===== src/hdl/drs_pkg.sv =====
// Constants shared by the dual ramp sequencer: timing, counts, register map.
// Assumes a 50 MHz system clock; all counts derive from the figures below.
package drs_pkg;
    // Clock and step timing
    localparam int CLK_NS      = 20;
    localparam int REF_CLK_HZ  = 1_000_000;
    localparam int STEP_RATIO  = 2;        // Ramp-down step over ramp-up step
    localparam int UP_STEP_NS  = 10_000;
    localparam int DN_STEP_NS  = UP_STEP_NS * STEP_RATIO;
    localparam int UP_STEP_CYC = UP_STEP_NS / CLK_NS;
    localparam int DN_STEP_CYC = DN_STEP_NS / CLK_NS;
    localparam int FULL_SCALE_MS = 165;    // Nominal at the reference rate
    localparam int STEP_W      = 10;
    // Counts
    localparam logic [15:0] RAMP_LOAD     = 16'h2000;
    localparam logic [15:0] OFFSET_COUNTS = 16'h0200;
    localparam logic [15:0] MAX_RESULT    = 16'h0fff;
    // Pin bit positions inside the synchroniser
    localparam int PIN_W     = 2;
    localparam int PIN_COMP  = 0;
    localparam int PIN_CYCLE = 1;
    // Register byte offsets
    localparam logic [4:0] OFS_CTRL     = 5'h00;
    localparam logic [4:0] OFS_STATUS   = 5'h04;
    localparam logic [4:0] OFS_RESULT   = 5'h08;
    localparam logic [4:0] OFS_IRQ_STAT = 5'h0c;
    localparam logic [4:0] OFS_IRQ_CLR  = 5'h10;
    localparam logic [4:0] OFS_IRQ_EN   = 5'h14;
    // Field positions
    localparam int CTRL_CYCLE = 0;
    localparam int STAT_FIN   = 0;
    localparam int STAT_OVR   = 1;
    localparam int STAT_RAMP  = 2;
    localparam int STAT_COMP  = 3;
    localparam int STAT_BUSY  = 4;
    localparam int IRQ_W      = 2;
    localparam int IRQ_DONE   = 0;
    localparam int IRQ_OVR    = 1;
    // Sequencer states
    typedef enum logic [2:0] {
        S_CHECK = 3'b000,
        S_READY = 3'b001,
        S_CROSS = 3'b010,
        S_UP    = 3'b011,
        S_DOWN  = 3'b100,
        S_DONE  = 3'b101
    } drs_state_t;
endpackage


===== src/hdl/drs_pin_if.sv =====
// Carries raw pin levels into the synchroniser and clean levels back out.
// Assumes both ends sit on clk_sys.
`timescale 1ns/1ps
`default_nettype none
interface drs_pin_if;
    logic [drs_pkg::PIN_W-1:0] pinRaw;
    logic [drs_pkg::PIN_W-1:0] pinClean;
    modport sync (input pinRaw, output pinClean);
    modport core (output pinRaw, input pinClean);
endinterface
`default_nettype wire


===== src/hdl/drs_sequencer.sv =====
// Dual ramp converter sequencer with Avalon-MM register slave and interrupt.
// Assumes an external integrator, comparator and reference driven by rampSelectOutput.
//
// Summary of operation
// - Convert in two phases: fixed integrate of input, then reference until threshold.
// - Steps counted during reference de-integration form the raw value.
// - Comparator reports integrator level; ramp-select routes input or reference.
// - Subtract 512 offset counts so a zero input reads zero.
// - Result is 12 bits, split into upper four and lower eight.
// - Before starting, hold ramp-select high until comparator shows below threshold.
// - Once integrator is low, raise conversion-finished to show readiness.
// - Idle until cycle request; then clear finished and drop ramp-select.
// - Load ramp-up counter with 2000 hex, decrement once per step.
// - Start decrementing only after comparator goes low to high.
// - At zero raise ramp-select, then increment per step until threshold returns.
// - Ramp-down step lasts twice the ramp-up step.
// - Result above 4095 raises overrange with finished and ramp-select high.
// - In range, raise only finished and ramp-select, then await request.
// - Conversion time varies with input since de-integration ends on comparator.
// - Full-scale conversion takes about 165 ms at the reference timing.
//
// The address map and the Avalon-MM register port were chosen for this implementation.
`timescale 1ns/1ps
`default_nettype none
module drs_sequencer #(
    parameter int UP_STEP_CYC = drs_pkg::UP_STEP_CYC,
    parameter int DN_STEP_CYC = drs_pkg::DN_STEP_CYC,
    parameter int STEP_W      = drs_pkg::STEP_W
) (
    input  wire logic        clk_sys,
    input  wire logic        reset_n,
    input  wire logic [4:0]  address,
    input  wire logic        read,
    input  wire logic        write,
    input  wire logic [31:0] writedata,
    output logic      [31:0] readdata,
    output logic             waitrequest,
    input  wire logic        cycleRequestInput,
    input  wire logic        comparatorInput,
    output logic             rampSelectOutput,
    output logic             convFinished,
    output logic             overrange,
    output logic      [3:0]  resultHigh,
    output logic      [7:0]  resultLow,
    output logic             irq
);
    localparam logic [STEP_W-1:0] UP_LAST = STEP_W'(UP_STEP_CYC - 1);
    localparam logic [STEP_W-1:0] DN_LAST = STEP_W'(DN_STEP_CYC - 1);
    localparam logic [2:0]        SETTLE_LAST = 3'h4;   // Three pin stages plus the agreement stage

    drs_pkg::drs_state_t         state;
    logic [15:0]                 rampCount;
    logic [STEP_W-1:0]           stepCnt;
    logic                        stepEnd;
    logic                        comp;
    logic                        compPrev;
    logic [2:0]                  settleCnt;
    logic                        cycleReq;
    logic                        softReq;
    logic                        startReq;
    logic                        accWrite;
    logic [drs_pkg::IRQ_W-1:0]   irqStatus;
    logic [drs_pkg::IRQ_W-1:0]   irqEnable;
    logic [drs_pkg::IRQ_W-1:0]   irqEvent;
    logic [drs_pkg::IRQ_W-1:0]   irqClear;

    // Raw count minus offset; short counts floor at zero
    function automatic logic [15:0] offsetFix(input logic [15:0] cnt);
        if (cnt < drs_pkg::OFFSET_COUNTS) begin
            return 16'h0000;
        end
        return cnt - drs_pkg::OFFSET_COUNTS;
    endfunction

    // Corrected value beyond the 12-bit span
    function automatic logic isOver(input logic [15:0] cnt);
        return offsetFix(cnt) > drs_pkg::MAX_RESULT;
    endfunction

    // Pin synchronisation
    drs_pin_if pins ();
    assign pins.pinRaw[drs_pkg::PIN_COMP]  = comparatorInput;
    assign pins.pinRaw[drs_pkg::PIN_CYCLE] = cycleRequestInput;

    drs_pin_sync u_sync (
        .clk_sys (clk_sys),
        .reset_n (reset_n),
        .pins    (pins)
    );

    assign comp     = pins.pinClean[drs_pkg::PIN_COMP];   // High: integrator above level
    assign cycleReq = pins.pinClean[drs_pkg::PIN_CYCLE];
    assign startReq = cycleReq | softReq;

    // Step boundary; ramp-down steps are twice as long as ramp-up steps
    assign stepEnd = (state == drs_pkg::S_UP) ? (stepCnt == UP_LAST)
                                              : (stepCnt == DN_LAST);

    // Previous comparator level for the crossing detector
    always_ff @(posedge clk_sys or negedge reset_n) begin
        if (!reset_n) begin
            compPrev <= 1'b0;
        end else begin
            compPrev <= comp;
        end
    end

    // Pin chain fill time; the clean level resets low, which would pass the check too early
    always_ff @(posedge clk_sys or negedge reset_n) begin
        if (!reset_n) begin
            settleCnt <= 3'h0;
        end else if (settleCnt != SETTLE_LAST) begin
            settleCnt <= settleCnt + 3'h1;
        end
    end

    // Sequencer and the ramp-select and finished pins
    always_ff @(posedge clk_sys or negedge reset_n) begin
        if (!reset_n) begin
            state            <= drs_pkg::S_CHECK;
            rampSelectOutput <= 1'b1;
            convFinished     <= 1'b0;
        end else begin
            case (state)
                drs_pkg::S_CHECK: begin
                    rampSelectOutput <= 1'b1;
                    if (!comp && settleCnt == SETTLE_LAST) begin
                        state        <= drs_pkg::S_READY;
                        convFinished <= 1'b1;
                    end
                end
                drs_pkg::S_READY: begin
                    if (startReq) begin
                        state            <= drs_pkg::S_CROSS;
                        convFinished     <= 1'b0;
                        rampSelectOutput <= 1'b0;
                    end
                end
                drs_pkg::S_CROSS: begin
                    if (comp && !compPrev) begin
                        state <= drs_pkg::S_UP;
                    end
                end
                drs_pkg::S_UP: begin
                    if (stepEnd && rampCount == 16'h0001) begin
                        state            <= drs_pkg::S_DOWN;
                        rampSelectOutput <= 1'b1;
                    end
                end
                drs_pkg::S_DOWN: begin
                    // Length follows the input: ends only on the comparator
                    if (stepEnd && !comp) begin
                        state <= drs_pkg::S_DONE;
                    end
                end
                drs_pkg::S_DONE: begin
                    state            <= drs_pkg::S_READY;
                    convFinished     <= 1'b1;
                    rampSelectOutput <= 1'b1;
                end
                default: begin
                    state            <= drs_pkg::S_CHECK;
                    rampSelectOutput <= 1'b1;
                end
            endcase
        end
    end

    // Step timer; idle outside the two ramps so each phase starts on a full step
    always_ff @(posedge clk_sys or negedge reset_n) begin
        if (!reset_n) begin
            stepCnt <= '0;
        end else if (state == drs_pkg::S_UP || state == drs_pkg::S_DOWN) begin
            stepCnt <= stepEnd ? '0 : stepCnt + 1'b1;
        end else begin
            stepCnt <= '0;
        end
    end

    // Ramp counter: fixed integrate down to zero, then count de-integration
    always_ff @(posedge clk_sys or negedge reset_n) begin
        if (!reset_n) begin
            rampCount <= 16'h0000;
        end else if (state == drs_pkg::S_READY && startReq) begin
            rampCount <= drs_pkg::RAMP_LOAD;
        end else if (state == drs_pkg::S_UP && stepEnd) begin
            rampCount <= rampCount - 16'h0001;
        end else if (state == drs_pkg::S_DOWN && stepEnd && comp
                     && rampCount != 16'hffff) begin
            rampCount <= rampCount + 16'h0001;
        end
    end

    // Visible result; saturates at full scale when out of range
    always_ff @(posedge clk_sys or negedge reset_n) begin
        if (!reset_n) begin
            overrange  <= 1'b0;
            resultHigh <= 4'h0;
            resultLow  <= 8'h00;
        end else if (state == drs_pkg::S_DONE) begin
            overrange <= isOver(rampCount);
            if (isOver(rampCount)) begin
                {resultHigh, resultLow} <= drs_pkg::MAX_RESULT[11:0];
            end else begin
                {resultHigh, resultLow} <= 12'(offsetFix(rampCount));
            end
        end
    end

    // Bus slave: one wait cycle per access, then a single accept cycle
    assign accWrite = write && !waitrequest;

    always_ff @(posedge clk_sys or negedge reset_n) begin
        if (!reset_n) begin
            waitrequest <= 1'b1;
        end else begin
            waitrequest <= !((read || write) && waitrequest);
        end
    end

    // Read data is settled during the wait cycle and held for the accept edge
    always_ff @(posedge clk_sys or negedge reset_n) begin
        if (!reset_n) begin
            readdata <= 32'h0000_0000;
        end else if (read && waitrequest) begin
            case (address)
                drs_pkg::OFS_CTRL:     readdata <= {31'h0, softReq};
                drs_pkg::OFS_STATUS:   readdata <= {27'h0, state != drs_pkg::S_READY,
                                                    comp, rampSelectOutput,
                                                    overrange, convFinished};
                drs_pkg::OFS_RESULT:   readdata <= {20'h0, resultHigh, resultLow};
                drs_pkg::OFS_IRQ_STAT: readdata <= {30'h0, irqStatus};
                drs_pkg::OFS_IRQ_EN:   readdata <= {30'h0, irqEnable};
                default:               readdata <= 32'h0000_0000;
            endcase
        end
    end

    // Software cycle request; a new write wins over consumption
    always_ff @(posedge clk_sys or negedge reset_n) begin
        if (!reset_n) begin
            softReq <= 1'b0;
        end else if (accWrite && address == drs_pkg::OFS_CTRL
                     && writedata[drs_pkg::CTRL_CYCLE]) begin
            softReq <= 1'b1;
        end else if (state == drs_pkg::S_READY) begin
            softReq <= 1'b0;
        end
    end

    // Interrupt events, clear strobe and enable
    assign irqEvent[drs_pkg::IRQ_DONE] = state == drs_pkg::S_DONE;
    assign irqEvent[drs_pkg::IRQ_OVR]  = state == drs_pkg::S_DONE && isOver(rampCount);
    assign irqClear = (accWrite && address == drs_pkg::OFS_IRQ_CLR)
                      ? writedata[drs_pkg::IRQ_W-1:0] : '0;

    always_ff @(posedge clk_sys or negedge reset_n) begin
        if (!reset_n) begin
            irqEnable <= '0;
        end else if (accWrite && address == drs_pkg::OFS_IRQ_EN) begin
            irqEnable <= writedata[drs_pkg::IRQ_W-1:0];
        end
    end

    // Sticky status: an event in the clearing cycle survives
    always_ff @(posedge clk_sys or negedge reset_n) begin
        if (!reset_n) begin
            irqStatus <= '0;
        end else begin
            irqStatus <= (irqStatus & ~irqClear) | irqEvent;
        end
    end

    // Registered level output; lags status by one cycle
    always_ff @(posedge clk_sys or negedge reset_n) begin
        if (!reset_n) begin
            irq <= 1'b0;
        end else begin
            irq <= |(irqStatus & irqEnable);
        end
    end
endmodule // drs_sequencer
`default_nettype wire


===== src/hdl/drs_pin_sync.sv =====
// Three-stage synchroniser for the asynchronous comparator and cycle pins.
// Assumes pins are unrelated to clk_sys; a change counts once stages 2 and 3 agree.
`timescale 1ns/1ps
`default_nettype none
module drs_pin_sync (
    input  wire logic clk_sys,
    input  wire logic reset_n,
    drs_pin_if.sync   pins
);
    logic [drs_pkg::PIN_W-1:0] stage1;
    logic [drs_pkg::PIN_W-1:0] stage2;
    logic [drs_pkg::PIN_W-1:0] stage3;
    logic [drs_pkg::PIN_W-1:0] clean;

    // Shift chain; stage1 feeds only stage2 to keep metastability contained
    always_ff @(posedge clk_sys or negedge reset_n) begin
        if (!reset_n) begin
            stage1 <= '0;
            stage2 <= '0;
            stage3 <= '0;
        end else begin
            stage1 <= pins.pinRaw;
            stage2 <= stage1;
            stage3 <= stage2;
        end
    end

    // Accept a new level only where the two settled stages agree
    always_ff @(posedge clk_sys or negedge reset_n) begin
        if (!reset_n) begin
            clean <= '0;
        end else begin
            clean <= (~(stage2 ^ stage3) & stage2) | ((stage2 ^ stage3) & clean);
        end
    end

    assign pins.pinClean = clean;
endmodule // drs_pin_sync
`default_nettype wire


===== config.mk =====
export PLATFORM = sky130hd
export DESIGN_NAME = drs_sequencer
export DESIGN_NICKNAME = d
export VERILOG_FILES = /design/src/hdl/drs_pkg.sv /design/src/hdl/drs_pin_if.sv /design/src/hdl/drs_sequencer.sv /design/src/hdl/drs_pin_sync.sv
export SDC_FILE = /design/constraint.sdc
export NUM_CORES = 1
export LEC_CHECK = 0
export ABC_CLOCK_PERIOD_IN_PS = 2000
export BUFFER_PORTS_ARGS = -buffer_cell sky130_fd_sc_hd__buf_2
export CAP_MARGIN = 20
export CORE_MARGIN = 2
export CORE_UTILIZATION = 44
export DETAILED_ROUTE_END_ITERATION = 16
export GPL_ROUTABILITY_DRIVEN = 0
export PLACE_DENSITY = 0.7
export SETUP_SLACK_MARGIN = 0.15
export SLEW_MARGIN = 20
export SYNTH_ARGS = -nofsm -noshare
export SYNTH_HDL_FRONTEND = slang
export SYNTH_HIERARCHICAL = 1
export SYNTH_SLANG_ARGS = --single-unit

===== constraint.sdc =====
create_clock -name clk_sys -period 2 [get_ports clk_sys]
set_input_delay 0.1 -clock clk_sys [delete_from_list [all_inputs] [get_ports clk_sys]]
set_output_delay 0.1 -clock clk_sys [all_outputs]
set_load 0.01 [all_outputs]

### Word-level counts from Yosys, hierarchy flattened

Index checks and enable logic that the tools add are counted.

| word-level totals | value |
|---|---|
| register bits after elaboration | 95 |
| input bits | 43 |
| output and inout bits | 49 |
| word-level logic and storage cells | 126 |

| cells by class | value |
|---|---|
| $add $sub $neg | 5 |
| $lt $le $gt $ge | 3 |
| eq/ne operators | 22 |
| mux-type cells | 32 |
| bitwise logic cells | 11 |
| reduce and logical (&&, ||, !) cells | 33 |

Operator list:

| cell | number |
|---|---|
| $mux 16 | 7 |
| $pmux 12 s5 | 1 |
| $gt 16x12->1 const B | 2 |
| $mux 10 | 2 |
| $pmux 3 s6 | 1 |
| $logic_and 1x1->1 | 17 |
| $add 16x1->16 const B | 1 |
| $eq 16x1->1 const B | 1 |
| $lt 16x10->1 const B | 1 |
| $ne 16x16->1 const B | 1 |
| $sub 16x1->16 const B | 1 |
| $sub 16x10->16 const B | 1 |
| $mux 3 | 5 |
| $mux 12 | 1 |
| $add 10x1->10 const B | 1 |
| $eq 10x10->1 const B | 1 |
| $eq 10x9->1 const B | 1 |
| $eq 5x4->1 const B | 2 |
| $eq 5x5->1 const B | 2 |
| $mux 1 | 10 |
| $eq 3x3->1 const B | 3 |
| $and 2x2->2 | 4 |
| $mux 8 | 1 |
| $ne 2x2->1 const B | 4 |
| 24 further kinds | 35 |

### Longest topological paths before layout

| logic depth | value |
|---|---|
| depth after elaboration | 10 |
| depth in mapped cells | 10 |
| mapped depth without buffers | 8 |

### Modules after synthesis

Netlist, hierarchy kept.

By module, submodules not included:

| module | times used | cells an instance | area an instance (µm²) | sequential area each (µm²) |
|---|---|---|---|---|
| drs_sequencer | 1 | 397 | 3,787.4 | 1,679.1 |
| drs_pin_sync | 1 | 10 | 222.7 | 200.2 |

### Worst setup path before layout

Ideal clock, no wire load.

| timing path | value |
|---|---|
| path kind | flip-flop to flip-flop |
| start | register state[0] |
| end | register rampCount[9] |
| setup time | 0.066 ns |
| data arrival time | 2.146 ns |
| required time | 1.934 ns |
| path slack | -0.212 ns |
| cell stages (with the launch flop) | 8 |
| path buffers | 1 |
| period minus slack after synthesis | 2.212 ns |
| cell sequence | dfrtp_1 > buf_6 > or3b_1 > or4_4 > nor2_4 > a21oi_2 > or4_1 > nand2_1 |

| between the ends | value |
|---|---|
| word-level cells in the longest chain between the ends | 6 |
| elaborated cells between the ends (all ways) | 12 |
| classes of those cells | eq/ne: 3; mux: 3; reduce/logical: 6 |

Ends and longest elaborated chain:

| item | RTL line | text |
|---|---|---|
| start, declared | drs_sequencer.sv:51 | `drs_pkg::drs_state_t state;` |
| start signal, assigned | drs_sequencer.sv:120 | `state <= drs_pkg::S_CHECK;` |
| start signal, assigned | drs_sequencer.sv:128 | `state <= drs_pkg::S_READY;` |
| start signal, assigned | drs_sequencer.sv:134 | `state <= drs_pkg::S_CROSS;` |
| $eq 3x2->1 | drs_sequencer.sv:96, drs_sequencer.sv:186 |  |
| $mux 1 | drs_sequencer.sv:96 | `assign stepEnd = (state == drs_pkg::S_UP) ? (stepCnt == UP_LAST)` |
| $logic_and 1x1->1 (2 in a row) | drs_sequencer.sv:188 | `end else if (state == drs_pkg::S_DOWN && stepEnd && comp` |
| $logic_and 1x1->1 | drs_sequencer.sv:189 | `&& rampCount != 16'hffff) begin` |
| $reduce_bool 3->1 (no source line) | n/a |  |
| end signal, assigned | drs_sequencer.sv:185 | `rampCount <= drs_pkg::RAMP_LOAD;` |
| end signal, assigned | drs_sequencer.sv:187 | `rampCount <= rampCount - 16'h0001;` |
| end signal, assigned | drs_sequencer.sv:190 | `rampCount <= rampCount + 16'h0001;` |
| end, declared | drs_sequencer.sv:52 | `logic [15:0] rampCount;` |

Parallel ways exist; a longest one is shown, timed or not.
A chain may end at the register's enable or synchronous reset.

### Final worst setup path

| timing path | value |
|---|---|
| start | register stepCnt[9] |
| end | register rampCount[15] |

| between the ends | value |
|---|---|
| word-level cells in the longest chain between the ends | 6 |
| elaborated cells between the ends (all ways) | 10 |
| classes of those cells | eq/ne: 2; mux: 3; reduce/logical: 5 |

Ends and longest elaborated chain:

| item | RTL line | text |
|---|---|---|
| start, declared | drs_sequencer.sv:53 | `logic [STEP_W-1:0] stepCnt;` |
| start signal, assigned | drs_sequencer.sv:174 | `stepCnt <= stepEnd ? '0 : stepCnt + 1'b1;` |
| $eq 10x10->1 / $eq 10x9->1 (equally long branches) | drs_sequencer.sv:97, drs_sequencer.sv:96 |  |
| $mux 1 (*) | drs_sequencer.sv:96 |  |
| $logic_and 1x1->1 (2 in a row) | drs_sequencer.sv:188 |  |
| $logic_and 1x1->1 | drs_sequencer.sv:189 |  |
| $reduce_bool 3->1 (no source line) | n/a |  |

Mark *: on every way between the ends. The rest lies on a longest branch, timed or not.

==> results.sh <==
export IMPL_status="finished with violations"
export IMPL_violations="negative setup slack"
export IMPL_worstPathCellList="or3b_4, buf_4, mux2_4, a211o_4, o32ai_4, xnor2_1, nor2_1"
export IMPL_clockPowerShare=0.240
export IMPL_fmax_mhz=449
export IMPL_place_area_um2=4680
export IMPL_wl_per_cell_um=15.4
export IMPL_clk_latency_ns=0.37
export IMPL_tightest_slew_ns=0.517
export IMPL_synth_top_area_share=0.456
export IMPL_yosysMostFrequentCell="dfrtp_1"
export IMPL_switchingPower_mw=1.52
export IMPL_via_per_inst=5.39
export IMPL_end_kind="flop"
export IMPL_synthToLayoutAreaGrowth_pct=32.9
export IMPL_final_layout_size_suffix_gt1_frac=0.352
export IMPL_min_path_type="in -> reg"
export IMPL_comb_power_share=0.328
export IMPL_antenna_found_initial=0
export IMPL_arrival_ns=2.48
export IMPL_sequentialPowerShare=0.432
export IMPL_die_y_um=99.5
export IMPL_cts_clk_slew_worst_paths_ns=0.09
export IMPL_n_fill_cell=698
export IMPL_grt_pass1_wl_um=15700
export IMPL_ys_ff_latch=75
export IMPL_synth_common_cells="73 x dfrtp_1, 47 x nor2_1, 25 x nand2_1"
export IMPL_p_leak_nw=2.46
export IMPL_first_pass_iters=4
export IMPL_drc=0
export IMPL_hold_viol_final=0
export IMPL_die_area_um2=9890
export IMPL_vdd_ir_drop_worst_mv=0.500
export IMPL_yosys_warnings=6
export IMPL_cts_tree="done"
export IMPL_relSlewSlack=0.655
export IMPL_slowest_delay_ns=0.40
export IMPL_vias=3412
export IMPL_grt_pass1_vias=3363
export IMPL_rsz0062_at_grt="yes"
export IMPL_async_flop_share=1.00
export IMPL_crit_type="reg -> reg"
export IMPL_rows=34
export IMPL_initialDrtViolationCount=240
export IMPL_powerDensity_nw_per_um2=855
export IMPL_swShare=0.335
export IMPL_cts_htree_levels=3
export IMPL_initial_core_util=0.458
export IMPL_fin_crit_ns=2.23
export IMPL_port_buffers=41
export IMPL_critPathTopFamily="compound AO/OA/AOI/OAI gates"
export IMPL_synth_top_flop_cell="dfrtp_1"
export IMPL_critPathRequiredTime_ns=2.26
export IMPL_report_power_total_mw=4.56
export IMPL_core_um2=8760
export IMPL_grtUsageTotal=0.195
export IMPL_synth_avg_cell_area_um2=9.85
export IMPL_period_share=1.11
export IMPL_die_x_um=99.5
export IMPL_diodes=0
export IMPL_synthTopCellsByArea="dfrtp_1 46%, nor2_1 4.4%, buf_4 4.1%"
export IMPL_crit_path_max_fanout=7
export IMPL_syn_inst=407
export IMPL_cts_buffers=9
export IMPL_timing_max_cap_violations=0
export IMPL_design_area_um2=5330
export IMPL_grt_remaining_overflow=0
export IMPL_synth_distinct_cells=60
export IMPL_pre_cts_ws_ns=-0.154
export IMPL_synth_yosys_seq_area_share=0.469
export IMPL_drv_slew=0
export IMPL_p_int_mw=3.03
export IMPL_place_hpwl_um=6690
export IMPL_layout_nets=571
export IMPL_critPathLaunchType="flop"
export IMPL_setup_ws_ns=-0.228
export IMPL_syn_area_um2=4010
export IMPL_worst_clock_skew_ns=0.0139
export IMPL_ios=92
export IMPL_ant_nets=0
export IMPL_cts_root_buf="clkbuf_8"
export IMPL_grt_max_degree=40
export IMPL_path_buf_inv=1
export IMPL_yosysTopAreaCell="dfrtp_1"
export IMPL_crit_slowest_cell="or3b_4"
export IMPL_synth_edff_count=0
export IMPL_finalSetupViolCount=19
export IMPL_routed_wl_um=9730
export IMPL_clock_sinks=75
export IMPL_clockBufferDepth=2
==> final cells by class <==
type | instances | area [um^2] | area share
clock buffers | 11 | 141 | 0.0265
clock inverters | 5 | 37.5 | 0.00704
inverters | 14 | 52.6 | 0.00986
multi-input cells | 297 | 2160 | 0.405
flip-flops and latches | 75 | 1880 | 0.353
well taps | 108 | 135 | 0.0254
repair buffers | 123 | 920 | 0.173
==> layout by cell type, fill, tap and decap left out, types with 6 or more instances in the layout <==
| cell | n |
|---|---|
| buf_2 | 40 |
| buf_4 | 63 |
| a221o_1 | 12 |
| clkbuf_8 | 10 |
| ha_1 | 6 |
| nand4_1 | 9 |
| a21oi_1 | 6 |
| nor2_1 | 45 |
| buf_6 | 9 |
| conb_1 | 20 |
| dfrtp_1 | 70 |
| and3_1 | 7 |
| a31oi_1 | 6 |
| xnor2_1 | 11 |
| inv_1 | 14 |
| a22o_1 | 14 |
| nor3_1 | 7 |
| o21ai_0 | 10 |
| xor2_1 | 7 |
| dlygate4sd3_1 | 8 |
| nand2_1 | 24 |
| nand3_1 | 16 |
==> power groups by stage <==
| stage | logic [mW] | clock network [mW] | registers, mW |
|---|---|---|---|
| finish | 1.49 | 1.09 | 1.97 |
| global route | 1.64 | 1.17 | 2.00 |
| CTS | 1.39 | 1.09 | 1.97 |
| detailed placement | 1.29 | 0 | 2.00 |
| global placement | 1.26 | 0 | 1.99 |
| floorplan | 0.763 | 0 | 2.04 |
==> sequential cells by signal, summed over array words and instances, names as in the netlist, named ones only <==
signal and count:
rampCount 16, settleCnt 3, irqEnable 2, resultLow 8
u_sync/stage2 2, waitrequest 1, irqStatus 2, stepCnt 10
convFinished 1, rampSelectOutput 1, resultHigh 4, u_sync/stage3 2
compPrev 1, softReq 1, readdata 12, u_sync/stage1 2
overrange 1, irq 1, state 3
==> metal layers <==
layer,part of all wire,wire length (um),global-route usage,up-vias
met1,0.45,4340,0.254,1639
met5,0,0,0,-
li1,-,-,-,1658
met3,0.057,551,0.0429,14
met2,0.48,4670,0.326,101
met4,0.016,160,0.0580,0
==> logic make-up after synthesis <==
group | count (synthesis) | share of synthesized area
fa+ha+maj | 10 | 0.0306
buf+inv | 55 | 0.0761
xor+xnor | 19 | 0.0415
flops | 75 | 0.469
other cells | 1 | 0.000935
mux | 5 | 0.0168
simple gates | 156 | 0.204
compound gates | 86 | 0.162
==> through the flow <==
step           std cells  utilization  hold slack, ns  setup TNS [ns]
2_1_floorplan        426            -          -0.196           -1.26
4_1_cts              624        0.589          0.0189           -1.20
6_report             633        0.608          0.0210           -1.37
3_3_place_gp         589        0.534           0.105           -1.02
5_1_grt              633        0.608          0.0177           -3.32
3_5_place_dp         589        0.534           0.109           -1.48
==> worst paths after layout <==
kind,cells past startpoint,startpoint,endpoint,slack (ns)
worst max-delay path,7,stepCnt[9],rampCount[15],-0.23
worst min-delay path,2,writedata[0],irqEnable[0],0.02
worst max register to register,7,stepCnt[9],rampCount[15],-0.23
worst min register to register,0,u_sync/stage1[0],u_sync/stage2[0],0.35
max in group asynchronous,3,reset_n,resultLow[5],1.11
min in group asynchronous,2,reset_n,irq,0.24
==> repair_timing <==
item / 4_1_cts / 5_1_grt
hold endpoints to repair: 39 / 0
gates resized for setup: 24 / 20
cloned: 0 / 2
endpoints found under the setup margin: 44 / 44
pin swaps: 13 / 16
setup buffers: 11 / 7
hold buffers: 8 / 0
Note: power is estimated with default switching activity, not from simulation.
